--- src/include/dcsbm_defs.svh ---
// Constants for the dual channel safe block monitor
`ifndef DCSBM_DEFS_SVH
`define DCSBM_DEFS_SVH
`define DCSBM_CLK_MHZ 250
`define DCSBM_MS_CYCLES (`DCSBM_CLK_MHZ * 1000)
`define DCSBM_FILT_US 500
`define DCSBM_FILT_TICKS 4
`define DCSBM_ALARM_MS 10000
`define DCSBM_STOP_MAX_MS 20
`define DCSBM_ADDR_CTRL 8'h00
`define DCSBM_ADDR_STAT 8'h04
`define DCSBM_ADDR_IRQ_STAT 8'h08
`define DCSBM_ADDR_IRQ_CLR 8'h0C
`define DCSBM_ADDR_IRQ_EN 8'h10
`define DCSBM_ADDR_MON 8'h14
`define DCSBM_CTRL_RESET 8'h00
`define DCSBM_CTRL_DYN_BIT 0
`define DCSBM_CTRL_ACLR_BIT 1
`define DCSBM_US_PER_MS 1000
`define DCSBM_IRQ_W 3
`define DCSBM_RESP_OK 2'h0
`define DCSBM_RESP_ERR 2'h2
`endif

--- src/include/dcsbm_pkg.sv ---
// Types for the dual channel safe block monitor
package dcsbm_pkg;
  typedef enum logic [1:0] {
    DCSBM_RUN = 2'b00,
    DCSBM_BLOCK = 2'b01,
    DCSBM_BASE = 2'b10
  } dcsbm_state_t;
  typedef struct packed {
    logic power_en;
    logic brake_release_out;
    logic dyn_brake;
    logic block_display;
  } dcsbm_drive_t;
  typedef struct packed {
    logic servo_on;
    logic servo_other;
    logic util_mode;
    logic util_motion;
    logic util_cancel;
  } dcsbm_cmd_t;
endpackage

--- src/rtl/dcsbm_filter.sv ---
// Off-pulse filter for one safety channel
`timescale 1ns/1ps
`include "dcsbm_defs.svh"
module dcsbm_filter #(
  parameter int TICKS = `DCSBM_FILT_TICKS
) (
  input wire logic mclk, // Clock
  input wire logic rst_n, // Async reset, active low
  input wire logic tick, // Filter time base pulse
  input wire logic raw_on, // Raw channel, 1 = on
  output logic filt_on // Filtered channel, 1 = on
);
  logic s1_q, s2_q;
  logic [3:0] cnt_q;
  // Two-flop synchroniser
  always_ff @(posedge mclk or negedge rst_n) begin
    if (!rst_n) begin
      s1_q <= 1'b0;
      s2_q <= 1'b0;
    end else begin
      s1_q <= raw_on;
      s2_q <= s1_q;
    end
  end
  // Off must persist over more than TICKS base ticks; on is taken at once
  always_ff @(posedge mclk or negedge rst_n) begin
    if (!rst_n) begin
      cnt_q <= 4'h0;
      filt_on <= 1'b0;
    end else if (s2_q) begin
      cnt_q <= 4'h0;
      filt_on <= 1'b1;
    end else if (tick) begin
      if (cnt_q > 4'(TICKS)) begin
        filt_on <= 1'b0;
      end else begin
        cnt_q <= cnt_q + 4'h1;
      end
    end
  end
endmodule

--- src/rtl/dcsbm_top.sv ---
// Dual channel safe block monitor with AXI4-Lite registers
`timescale 1ns/1ps
`include "dcsbm_defs.svh"
module dcsbm_top #(
  parameter int MS_CYCLES = `DCSBM_MS_CYCLES,
  parameter int ALARM_MS = `DCSBM_ALARM_MS,
  parameter int BRK_DLY_W = 16
) (
  input wire logic mclk, // Clock, 250 MHz
  input wire logic rst_n, // Async reset, active low
  input wire logic safe_input_a_n, // Safety channel A, low = on
  input wire logic safe_input_b_n, // Safety channel B, low = on
  input wire dcsbm_pkg::dcsbm_cmd_t cmd, // Drive command pulses and levels
  input wire logic [BRK_DLY_W-1:0] brake_off_delay_param, // Brake delay in ms
  output dcsbm_pkg::dcsbm_drive_t drive, // Power stage controls
  output logic monitor_feedback_out, // Feedback to safety unit
  output logic input_timing_alarm, // Timing alarm level
  output logic irq, // Interrupt level
  input wire logic [7:0] s_axi_awaddr, // AXI write address
  input wire logic s_axi_awvalid, // AXI write address valid
  output logic s_axi_awready, // AXI write address ready
  input wire logic [31:0] s_axi_wdata, // AXI write data
  input wire logic [3:0] s_axi_wstrb, // AXI write strobes
  input wire logic s_axi_wvalid, // AXI write data valid
  output logic s_axi_wready, // AXI write data ready
  output logic [1:0] s_axi_bresp, // AXI write response
  output logic s_axi_bvalid, // AXI write response valid
  input wire logic s_axi_bready, // AXI write response ready
  input wire logic [7:0] s_axi_araddr, // AXI read address
  input wire logic s_axi_arvalid, // AXI read address valid
  output logic s_axi_arready, // AXI read address ready
  output logic [31:0] s_axi_rdata, // AXI read data
  output logic [1:0] s_axi_rresp, // AXI read response
  output logic s_axi_rvalid, // AXI read valid
  input wire logic s_axi_rready // AXI read ready
);
  import dcsbm_pkg::*;

  // ----------------------------------------------------------------
  // Time base and input filters
  // ----------------------------------------------------------------
  localparam int TICK_CYC = MS_CYCLES * `DCSBM_FILT_US / `DCSBM_US_PER_MS / `DCSBM_FILT_TICKS;
  logic [31:0] pre_q;
  logic tick;
  logic [31:0] ms_q;
  logic ms_tick;
  logic a_on, b_on;

  // Fixed filter tick and millisecond tick
  always_ff @(posedge mclk or negedge rst_n) begin
    if (!rst_n) begin
      pre_q <= 32'h0;
      ms_q <= 32'h0;
    end else begin
      pre_q <= (pre_q >= 32'(TICK_CYC - 1)) ? 32'h0 : pre_q + 32'h1;
      ms_q <= (ms_q >= 32'(MS_CYCLES - 1)) ? 32'h0 : ms_q + 32'h1;
    end
  end
  assign tick = (pre_q == 32'(TICK_CYC - 1));
  assign ms_tick = (ms_q == 32'(MS_CYCLES - 1));

  // One filter per channel; an open connector reads as off
  dcsbm_filter u_fa (
    .mclk(mclk), .rst_n(rst_n), .tick(tick),
    .raw_on(~safe_input_a_n), .filt_on(a_on)
  );
  dcsbm_filter u_fb (
    .mclk(mclk), .rst_n(rst_n), .tick(tick),
    .raw_on(~safe_input_b_n), .filt_on(b_on)
  );

  // ----------------------------------------------------------------
  // Block state machine
  // ----------------------------------------------------------------
  dcsbm_state_t st_q;
  logic any_off;
  logic util_lock_q;
  logic [7:0] ctrl_q;
  assign any_off = ~a_on | ~b_on;

  // Block entry has priority over every command, utility mode included
  always_ff @(posedge mclk or negedge rst_n) begin
    if (!rst_n) begin
      st_q <= DCSBM_BASE;
    end else begin
      case (st_q)
        DCSBM_RUN: begin
          if (any_off) begin
            st_q <= DCSBM_BLOCK;
          end else if (cmd.servo_other) begin
            st_q <= DCSBM_BASE;
          end
        end
        DCSBM_BLOCK: begin
          if (!any_off && cmd.servo_other) begin
            st_q <= DCSBM_BASE;
          end
        end
        DCSBM_BASE: begin
          if (any_off) begin
            st_q <= DCSBM_BLOCK;
          end else if (cmd.servo_on && !util_lock_q) begin
            st_q <= DCSBM_RUN;
          end
        end
        default: st_q <= DCSBM_BLOCK;
      endcase
    end
  end

  // Motion utility interrupted by block stays locked until cancelled
  always_ff @(posedge mclk or negedge rst_n) begin
    if (!rst_n) begin
      util_lock_q <= 1'b0;
    end else if (cmd.util_motion && any_off) begin
      util_lock_q <= 1'b1;
    end else if (cmd.util_cancel) begin
      util_lock_q <= 1'b0;
    end
  end

  // ----------------------------------------------------------------
  // Outputs to the power stage
  // ----------------------------------------------------------------
  logic blk;
  logic [BRK_DLY_W-1:0] brk_cnt_q;
  logic brk_q;
  assign blk = (st_q == DCSBM_BLOCK);

  // Brake release: delayed on normal stop, immediate on block
  always_ff @(posedge mclk or negedge rst_n) begin
    if (!rst_n) begin
      brk_q <= 1'b0;
      brk_cnt_q <= '0;
    end else if (blk || any_off) begin
      brk_q <= 1'b0;
      brk_cnt_q <= '0;
    end else if (st_q == DCSBM_RUN) begin
      brk_q <= 1'b1;
      brk_cnt_q <= brake_off_delay_param;
    end else if (brk_cnt_q != '0) begin
      if (ms_tick) begin
        brk_cnt_q <= brk_cnt_q - BRK_DLY_W'(1);
      end
    end else begin
      brk_q <= 1'b0;
    end
  end

  // Drive struct and feedback registers
  always_ff @(posedge mclk or negedge rst_n) begin
    if (!rst_n) begin
      drive <= '0;
      monitor_feedback_out <= 1'b0;
    end else begin
      drive.power_en <= (st_q == DCSBM_RUN) && !any_off;
      drive.brake_release_out <= brk_q && !any_off;
      drive.dyn_brake <= blk && ctrl_q[`DCSBM_CTRL_DYN_BIT];
      drive.block_display <= blk || any_off;
      monitor_feedback_out <= ~a_on & ~b_on;
    end
  end

  // ----------------------------------------------------------------
  // Input timing alarm
  // ----------------------------------------------------------------
  logic [31:0] mis_q;
  logic mismatch;
  assign mismatch = a_on ^ b_on;

  // Count milliseconds of one-sided off
  always_ff @(posedge mclk or negedge rst_n) begin
    if (!rst_n) begin
      mis_q <= 32'h0;
      input_timing_alarm <= 1'b0;
    end else begin
      if (!mismatch) begin
        mis_q <= 32'h0;
      end else if (ms_tick && mis_q < 32'(ALARM_MS)) begin
        mis_q <= mis_q + 32'h1;
      end
      if (mismatch && mis_q >= 32'(ALARM_MS)) begin
        input_timing_alarm <= 1'b1;
      end else if (ctrl_q[`DCSBM_CTRL_ACLR_BIT]) begin
        input_timing_alarm <= 1'b0;
      end
    end
  end

  // ----------------------------------------------------------------
  // Interrupts and registers
  // ----------------------------------------------------------------
  logic [`DCSBM_IRQ_W-1:0] ist_q, ien_q, ev, clr;
  logic blk_d1_q, alm_d1_q;
  logic wr_go;
  assign ev = {input_timing_alarm & ~alm_d1_q, ~blk & blk_d1_q, blk & ~blk_d1_q};
  assign wr_go = s_axi_awvalid && s_axi_wvalid && !s_axi_bvalid;
  assign clr = (wr_go && s_axi_awaddr == `DCSBM_ADDR_IRQ_CLR) ?
               s_axi_wdata[`DCSBM_IRQ_W-1:0] : '0;
  assign irq = |(ist_q & ien_q);

  // Sticky status; a new event wins over a clear
  always_ff @(posedge mclk or negedge rst_n) begin
    if (!rst_n) begin
      ist_q <= '0;
      blk_d1_q <= 1'b0;
      alm_d1_q <= 1'b0;
    end else begin
      blk_d1_q <= blk;
      alm_d1_q <= input_timing_alarm;
      ist_q <= (ist_q & ~clr) | ev;
    end
  end

  // AXI write channel, address and data taken together
  assign s_axi_awready = wr_go;
  assign s_axi_wready = wr_go;
  always_ff @(posedge mclk or negedge rst_n) begin
    if (!rst_n) begin
      s_axi_bvalid <= 1'b0;
      s_axi_bresp <= `DCSBM_RESP_OK;
      ctrl_q <= `DCSBM_CTRL_RESET;
      ien_q <= '0;
    end else begin
      if (s_axi_bvalid && s_axi_bready) begin
        s_axi_bvalid <= 1'b0;
      end
      if (wr_go) begin
        s_axi_bvalid <= 1'b1;
        s_axi_bresp <= `DCSBM_RESP_OK;
        case (s_axi_awaddr)
          `DCSBM_ADDR_CTRL: if (s_axi_wstrb[0]) ctrl_q <= s_axi_wdata[7:0];
          `DCSBM_ADDR_IRQ_EN: if (s_axi_wstrb[0]) ien_q <= s_axi_wdata[`DCSBM_IRQ_W-1:0];
          `DCSBM_ADDR_IRQ_CLR: ;
          default: s_axi_bresp <= `DCSBM_RESP_ERR;
        endcase
      end
    end
  end

  // AXI read channel
  assign s_axi_arready = !s_axi_rvalid;
  always_ff @(posedge mclk or negedge rst_n) begin
    if (!rst_n) begin
      s_axi_rvalid <= 1'b0;
      s_axi_rdata <= 32'h0;
      s_axi_rresp <= `DCSBM_RESP_OK;
    end else if (s_axi_arvalid && !s_axi_rvalid) begin
      s_axi_rvalid <= 1'b1;
      s_axi_rresp <= `DCSBM_RESP_OK;
      case (s_axi_araddr)
        `DCSBM_ADDR_CTRL: s_axi_rdata <= {24'h0, ctrl_q};
        `DCSBM_ADDR_STAT: s_axi_rdata <= {26'h0, util_lock_q, input_timing_alarm,
                                           st_q, monitor_feedback_out, blk};
        `DCSBM_ADDR_IRQ_STAT: s_axi_rdata <= {29'h0, ist_q};
        `DCSBM_ADDR_IRQ_CLR: s_axi_rdata <= 32'h0;
        `DCSBM_ADDR_IRQ_EN: s_axi_rdata <= {29'h0, ien_q};
        `DCSBM_ADDR_MON: s_axi_rdata <= {30'h0, b_on, a_on};
        default: begin
          s_axi_rdata <= 32'h0;
          s_axi_rresp <= `DCSBM_RESP_ERR;
        end
      endcase
    end else if (s_axi_rready) begin
      s_axi_rvalid <= 1'b0;
    end
  end

  // ----------------------------------------------------------------
  // Assertions
  // ----------------------------------------------------------------
  property p_fb_both_off;
    @(posedge mclk) disable iff (!rst_n) 1'b1 |=> (monitor_feedback_out == $past(~a_on & ~b_on));
  endproperty
  a_fb_both_off: assert property (p_fb_both_off) else $error("feedback mismatch");
  property p_power_cut;
    @(posedge mclk) disable iff (!rst_n) any_off |=> !drive.power_en;
  endproperty
  a_power_cut: assert property (p_power_cut) else $error("power not cut");
  property p_block_enter;
    @(posedge mclk) disable iff (!rst_n) (any_off && st_q == DCSBM_RUN) |=> blk;
  endproperty
  a_block_enter: assert property (p_block_enter) else $error("block not entered");
  property p_brake_off;
    @(posedge mclk) disable iff (!rst_n) blk |=> !drive.brake_release_out;
  endproperty
  a_brake_off: assert property (p_brake_off) else $error("brake release on in block");
  property p_brake_nodly;
    @(posedge mclk) disable iff (!rst_n) $rose(any_off) |=> !brk_q;
  endproperty
  a_brake_nodly: assert property (p_brake_nodly) else $error("brake delayed");
  property p_dyn;
    @(posedge mclk) disable iff (!rst_n) (blk && ctrl_q[`DCSBM_CTRL_DYN_BIT]) |=> drive.dyn_brake;
  endproperty
  a_dyn: assert property (p_dyn) else $error("dynamic brake missing");
  property p_lock;
    @(posedge mclk) disable iff (!rst_n) (util_lock_q && st_q == DCSBM_BASE) |=> st_q != DCSBM_RUN;
  endproperty
  a_lock: assert property (p_lock) else $error("locked utility resumed");
  property p_disp;
    @(posedge mclk) disable iff (!rst_n) any_off |=> drive.block_display;
  endproperty
  a_disp: assert property (p_disp) else $error("display missing");
  property p_alarm_quiet;
    @(posedge mclk) disable iff (!rst_n) (!mismatch && !input_timing_alarm) |=> !input_timing_alarm;
  endproperty
  a_alarm_quiet: assert property (p_alarm_quiet) else $error("spurious alarm");
  c_block: cover property (@(posedge mclk) disable iff (!rst_n) $rose(blk));
  c_run: cover property (@(posedge mclk) disable iff (!rst_n) $rose(st_q == DCSBM_RUN));
  c_fb: cover property (@(posedge mclk) disable iff (!rst_n) $rose(monitor_feedback_out));
  c_util_block: cover property (@(posedge mclk) disable iff (!rst_n) cmd.util_mode && $rose(blk));
endmodule
--- config.mk ---
export PLATFORM = sky130hd
export DESIGN_NAME = dcsbm_top
export DESIGN_NICKNAME = d
export VERILOG_FILES = /design/src/include/dcsbm_pkg.sv /design/src/rtl/dcsbm_filter.sv /design/src/rtl/dcsbm_top.sv
export VERILOG_INCLUDE_DIRS = /design/src /design/src/include
export SDC_FILE = /design/constraint.sdc
export NUM_CORES = 1
export LEC_CHECK = 0
export BUFFER_PORTS_ARGS = -buffer_cell sky130_fd_sc_hd__buf_2
export CORE_UTILIZATION = 25
export CTS_CLUSTER_SIZE = 16
export DETAILED_ROUTE_END_ITERATION = 10
export SYNTH_ARGS = -nofsm -noshare
export SYNTH_HDL_FRONTEND = slang
export SYNTH_SLANG_ARGS = --single-unit
--- constraint.sdc ---
create_clock -name mclk -period 6.4 [get_ports mclk]
set_clock_uncertainty 0.2 [all_clocks]
set_input_delay 1.28 -clock mclk [delete_from_list [all_inputs] [get_ports mclk]]
set_output_delay 1.28 -clock mclk [all_outputs]
set_load 0.02 [all_outputs]
# ---- Word level (Yosys, flattened, before mapping)
# Index checks and enable logic that the tools add are counted.
dict set report totals {
  out_inout_bits 48
  regBits 190
}
dict set report classes {
  n_mux 41
  reduce_logical 43
  add_sub_neg 6
  n_bitwise 17
  eq_ne 18
  n_lt_le_gt_ge 6
}
# cell n
set op_table {}
lappend op_table {{2-to-1 mux 32 bit} 4}
lappend op_table {{adder 32 x 1 -> 32 bit, second input constant} 3}
lappend op_table {{2-to-1 mux 16 bit} 4}
lappend op_table {{one-hot mux 8 bit (5 select lines)} 1}
lappend op_table {{== test 32 x 15 -> 1 bit, second input constant} 1}
lappend op_table {{== test 32 x 18 -> 1 bit, second input constant} 1}
lappend op_table {{>= comparator 32 x 14 -> 1 bit, second input constant} 1}
lappend op_table {{>= comparator 32 x 15 -> 1 bit, second input constant} 1}
lappend op_table {{>= comparator 32 x 18 -> 1 bit, second input constant} 1}
lappend op_table {{less-than comparator 32 x 14 -> 1 bit, second input constant} 1}
lappend op_table {{== test 8 x 4 -> 1 bit, second input constant} 3}
lappend op_table {{== test 8 x 5 -> 1 bit, second input constant} 3}
lappend op_table {{2-to-1 mux 4 bit} 6}
lappend op_table {{2-to-1 mux 1 bit} 17}
lappend op_table {{logical NOT 8 bit} 2}
lappend op_table {{nonzero test 16 bit} 1}
lappend op_table {{nonzero test 2 bit} 8}
lappend op_table {{subtractor 16 x 1 -> 16 bit, second input constant} 1}
lappend op_table {{2-to-1 mux 2 bit} 7}
lappend op_table {{logical AND 1 bit} 13}
lappend op_table {{AND reduction 2 bit} 5}
lappend op_table {{!= test 3 bit, second input constant} 3}
lappend op_table {{AND reduction 3 bit} 3}
lappend op_table {{adder 4 x 1 -> 4 bit, second input constant} 2}
lappend op_table {{20 further kinds} 39}

# ---- Depth between registers and ports, before layout
dict set report depth {
  word_depth 7
  mapped_depth 8
}

# ---- Modules after synthesis
# From an unflattened synthesis, not the netlist that was laid out.
dict set report hier_totals {
  hier_cells 722
  hier_area_um2 7601.0
}
# module area_each_um2 n_inst seq_area_each_um2 cells_per_inst
set by_module_without_submodules {}
lappend by_module_without_submodules {dcsbm_top 6907.9 1 3754.9 666}
lappend by_module_without_submodules {dcsbm_filter 346.6 2 175.2 28}

# ---- Worst setup path before layout
# OpenSTA, ideal clock, no wires.
dict set report synth_timing {
  path_type {input port to output port}
  from {in s_axi_wvalid}
  to {out s_axi_wready}
  t_arrival_ps 1756
  cell_stages 3
  n_path_buf 1
  setup_slack_ps 3164
  required_time_ps 4920
  cell_sequence {nand3b_1 -> inv_1 -> buf_4}
}
dict set report synth_via {
  elab_chain_cells 2
}
# element line
set synth_rtl {}
lappend synth_rtl {{start: declaration} dcsbm_top.sv:24} ;# input wire logic s_axi_wvalid,
lappend synth_rtl {{logical AND 1 bit (2 in series)} dcsbm_top.sv:197} ;# assign wr_go = s_axi_awvalid && s_axi_wvalid && !s_axi_bvalid;
lappend synth_rtl {{end: declaration} dcsbm_top.sv:25} ;# output logic s_axi_wready,
# Every way passes these cells.

# ---- Worst setup path in the final report
dict set report layout_timing {
  from {in s_axi_awaddr[0]}
  to {reg ctrl_q[4]}
}
dict set report layout_via {
  elab_chain_cells 2
}
# element line
set layout_rtl {}
lappend layout_rtl {{start: declaration} dcsbm_top.sv:19} ;# input wire logic [7:0] s_axi_awaddr,
lappend layout_rtl {{logical NOT 8 bit} dcsbm_top.sv:231} ;# case (s_axi_awaddr)
lappend layout_rtl {{AND reduction 3 bit (no source line)} n/a}
lappend layout_rtl {{end signal: assignment} dcsbm_top.sv:222} ;# ctrl_q <= `DCSBM_CTRL_RESET;
lappend layout_rtl {{end signal: assignment} dcsbm_top.sv:232} ;# `DCSBM_ADDR_CTRL: if (s_axi_wstrb[0]) ctrl_q <= s_axi_wdata[7:0];
lappend layout_rtl {{end: declaration} dcsbm_top.sv:78} ;# logic [7:0] ctrl_q;
# Every way passes these cells.
# A chain may end at the register's enable or synchronous reset.

==> impl_metrics.env <==
export IMPL_hold_ws_ps=161.3
export IMPL_h_tree_depth=4
export IMPL_antenna_found_initial=0
export IMPL_min_period_over_period_pct=50.53
export IMPL_synthesis_area_um2=7556
export IMPL_synth_compound_area_share_pct=11.14
export IMPL_firstDrtPassIters=5
export IMPL_rsz0062_at_grt="no"
export IMPL_synth_mux_area_share_pct=2.997
export IMPL_reg2reg_depth=5
export IMPL_worst_slew_pin_slew_ps=1065
export IMPL_placed_area_um2=8354
export IMPL_holdPathStages=0
export IMPL_ys_seq_area_share_pct=54.33
export IMPL_die_area_um2=30920
export IMPL_pwr_share_comb_pct=11.2
export IMPL_grt_pass1_wl_um=25190
export IMPL_vias=5426
export IMPL_start_util_pct=25.43
export IMPL_outcome="finished, final reports clean"
export IMPL_switching_share_pct=27.08
export IMPL_first_iter_violations=296
export IMPL_yosys_warnings=0
export IMPL_ys_ff_latch=164
export IMPL_dpl_hpwl_um=10080
export IMPL_drt_total_wl_um=14750
export IMPL_gp_congestion=0.7571
export IMPL_layout_nets=925
export IMPL_synth_xor_area_share_pct=3.477
export IMPL_clock_sinks=164
export IMPL_die_h_um=175.9
export IMPL_synth_cell_types=65
export IMPL_clock_fmax_mhz=309.2
export IMPL_layout_common_cells="dfrtp_1 (163), buf_2 (74), nor2_1 (68), nand2_1 (66), conb_1 (57)"
export IMPL_synth_edf_count=0
export IMPL_placementRows=63
export IMPL_hp_class="register to register"
export IMPL_reg2reg_slack_ps=3400
export IMPL_cp_arrival_ps=3340
export IMPL_port_buffers=75
export IMPL_layout_drive_gt1_share_pct=15.91
export IMPL_period_needed_ps=3234
export IMPL_insertion_delay_ps=430
export IMPL_crit_path_max_fanout=8
export IMPL_path_class="primary input to register"
export IMPL_power_mw=2.455
export IMPL_switchingPower_mw=0.6650
export IMPL_leakage_nw=4.030
export IMPL_clkSlewWorstSetupHoldPaths_ps=60
export IMPL_hold_buffers=0
export IMPL_first_global_vias=5175
export IMPL_ios=130
export IMPL_power_density_nw_per_um2=274.4
export IMPL_track_usage_pct=10.07
export IMPL_setup_tns_ps=0
export IMPL_power_frac_clock_pct=41.7
export IMPL_max_slew_margin_rel_pct=29.01
export IMPL_grt_max_degree=114
export IMPL_finalSetupViolations=0
export IMPL_slew_viol_final=0
export IMPL_hold_start="u_fb.s1_q"
export IMPL_wire_per_inst_um=11.97
export IMPL_worstSetupStartpointType="primary input"
export IMPL_max_cap_viol_count=0
export IMPL_reg2reg_to="brk_cnt_q[13]"
export IMPL_num_fill_cells=3039
export IMPL_yosys_area_share_simple_pct=19.75
export IMPL_hold_viol_final=0
export IMPL_diodes=0
export IMPL_syn_area_per_cell_um2=10.39
export IMPL_async_flop_share_pct=100.0
export IMPL_hold_path_endpoint="u_fb.s2_q"
export IMPL_end_kind="register"
export IMPL_cts_resized_gates=0
export IMPL_ant_nets=0
export IMPL_cts_tree="yes"
export IMPL_synthCells=727
export IMPL_overflow=0
export IMPL_final_cell_area_um2=8949
export IMPL_core_area_um2=29720
export IMPL_viasPerCell=4.404
export IMPL_yosys_area_share_adder_pct=2.318
export IMPL_peakVddDrop_v=0.0001669
export IMPL_required_ps=6510
export IMPL_area_delta_synth_final_pct=18.43
export IMPL_sequentialPowerShare_pct=47.1
export IMPL_cts_root_buf="clkbuf_16"
export IMPL_final_common_cell="dfrtp_1"
export IMPL_cts_made_buffers=17
export IMPL_die_width_um=175.9
export IMPL_synth_flop_cell="dfrtp_1"
export IMPL_synth_top_family_by_area="simple AND/OR/NAND/NOR gates"
export IMPL_internal_power_mw=1.790
export IMPL_drc=0
export IMPL_r2r_start="ms_q[11]"
export IMPL_post_cts_buffers=0
export IMPL_cts_buffer_depth=2
-- cells by family after synthesis --
kind of cell,count (synthesis)
XOR/XNOR,30
multiplexers,20
buffers and inverters,87
flip-flops,164
AO/OA/AOI/OAI,127
other,1
AND/OR/NAND/NOR,284
adder cells (fa/ha/maj),14
-- through the flow --
step           worst slack, ps  cells  utilization (%)
4_1_cts                   3168   1232            30.11
6_report                  3166   1232            30.11
3_5_place_dp              2716   1200            28.11
2_1_floorplan             3164    783                -
5_1_grt                   3063   1232            30.11
3_3_place_gp              2714   1200            28.11
-- cell usage after synthesis (all sizes together) (6+ instances only) --
cell type / instances / share of area [%]
o31ai: 10 / 0.99
xnor2: 14 / 1.6
nand2: 66 / 3.3
nor3: 10 / 0.66
and3: 11 / 0.91
or4: 15 / 1.5
buf: 34 / 3.3
or3: 6 / 0.50
and2: 20 / 1.7
mux2i: 8 / 1.1
mux2: 11 / 1.6
ha: 14 / 2.3
a21oi: 33 / 2.2
nand4: 17 / 1.5
nor2: 68 / 3.4
nor4: 19 / 1.6
o21ai: 34 / 2.3
xor2: 16 / 1.9
nand3: 25 / 1.8
clkbuf: 18 / 0.89
dfrtp: 163 / 54
inv: 35 / 1.7
o2bb2a: 11 / 1.5
-- power groups by stage --
stage                     clock [mW]  combinational [mW]  sequential (mW)
after floorplan                    0               0.198             1.16
after global placement             0               0.271             1.17
after detailed placement           0               0.279             1.17
after CTS                       1.05               0.279             1.15
after global routing            1.10               0.314             1.16
final                           1.02               0.276             1.16
-- per-layer routing --
metal	vias up	GRT usage [%]	part of all wire, %	routed length (um)
met4	0	3.913	1.6	233
met3	17	2.078	3.1	459
met1	2627	13.15	49	7226
met2	93	16.27	46	6831
met5	-	0	0	0
li1	2689	-	-	-
-- final cells by class --
class,instances,area [um^2],share of cell area (%)
inverter,35,131.4,1.468
tap,390,488.0,5.453
clock buffer,17,425.4,4.754
clock inverter,15,168.9,1.888
timing repair buffer,79,411.6,4.600
multi-input combinational,532,3218,35.96
sequential,164,4105,45.88
-- critical path: stages --
cell and delay, ps:
buf_2 90, or4_1 540, nor3_1 260, nand3_1 120, nor2_1 630, mux2_2 410
-- worst max path at each step --
stage,startpoint,to,slack [ps],cells after the start
detailed placement,s_axi_awaddr[0],ctrl_q[4],2720,6
CTS,s_axi_awaddr[0],ctrl_q[4],3170,6
global route,s_axi_awaddr[0],ctrl_q[3],3060,6
floorplan,s_axi_wvalid,s_axi_wready,3160,3
finish,s_axi_awaddr[0],ctrl_q[4],3170,6
global placement,s_axi_awaddr[0],ctrl_q[3],2710,6
-- registers in the layout, indices dropped and copies added (netlist names), 2 cells and up --
register     count
u_fb.cnt_q       4
st_q             2
ien_q            3
pre_q           32
brk_cnt_q       16
ctrl_q           8
ms_q            32
mis_q           32
s_axi_rdata      8
drive            4
ist_q            3
u_fa.cnt_q       4
Note: power is estimated with default switching activity, not from simulation.
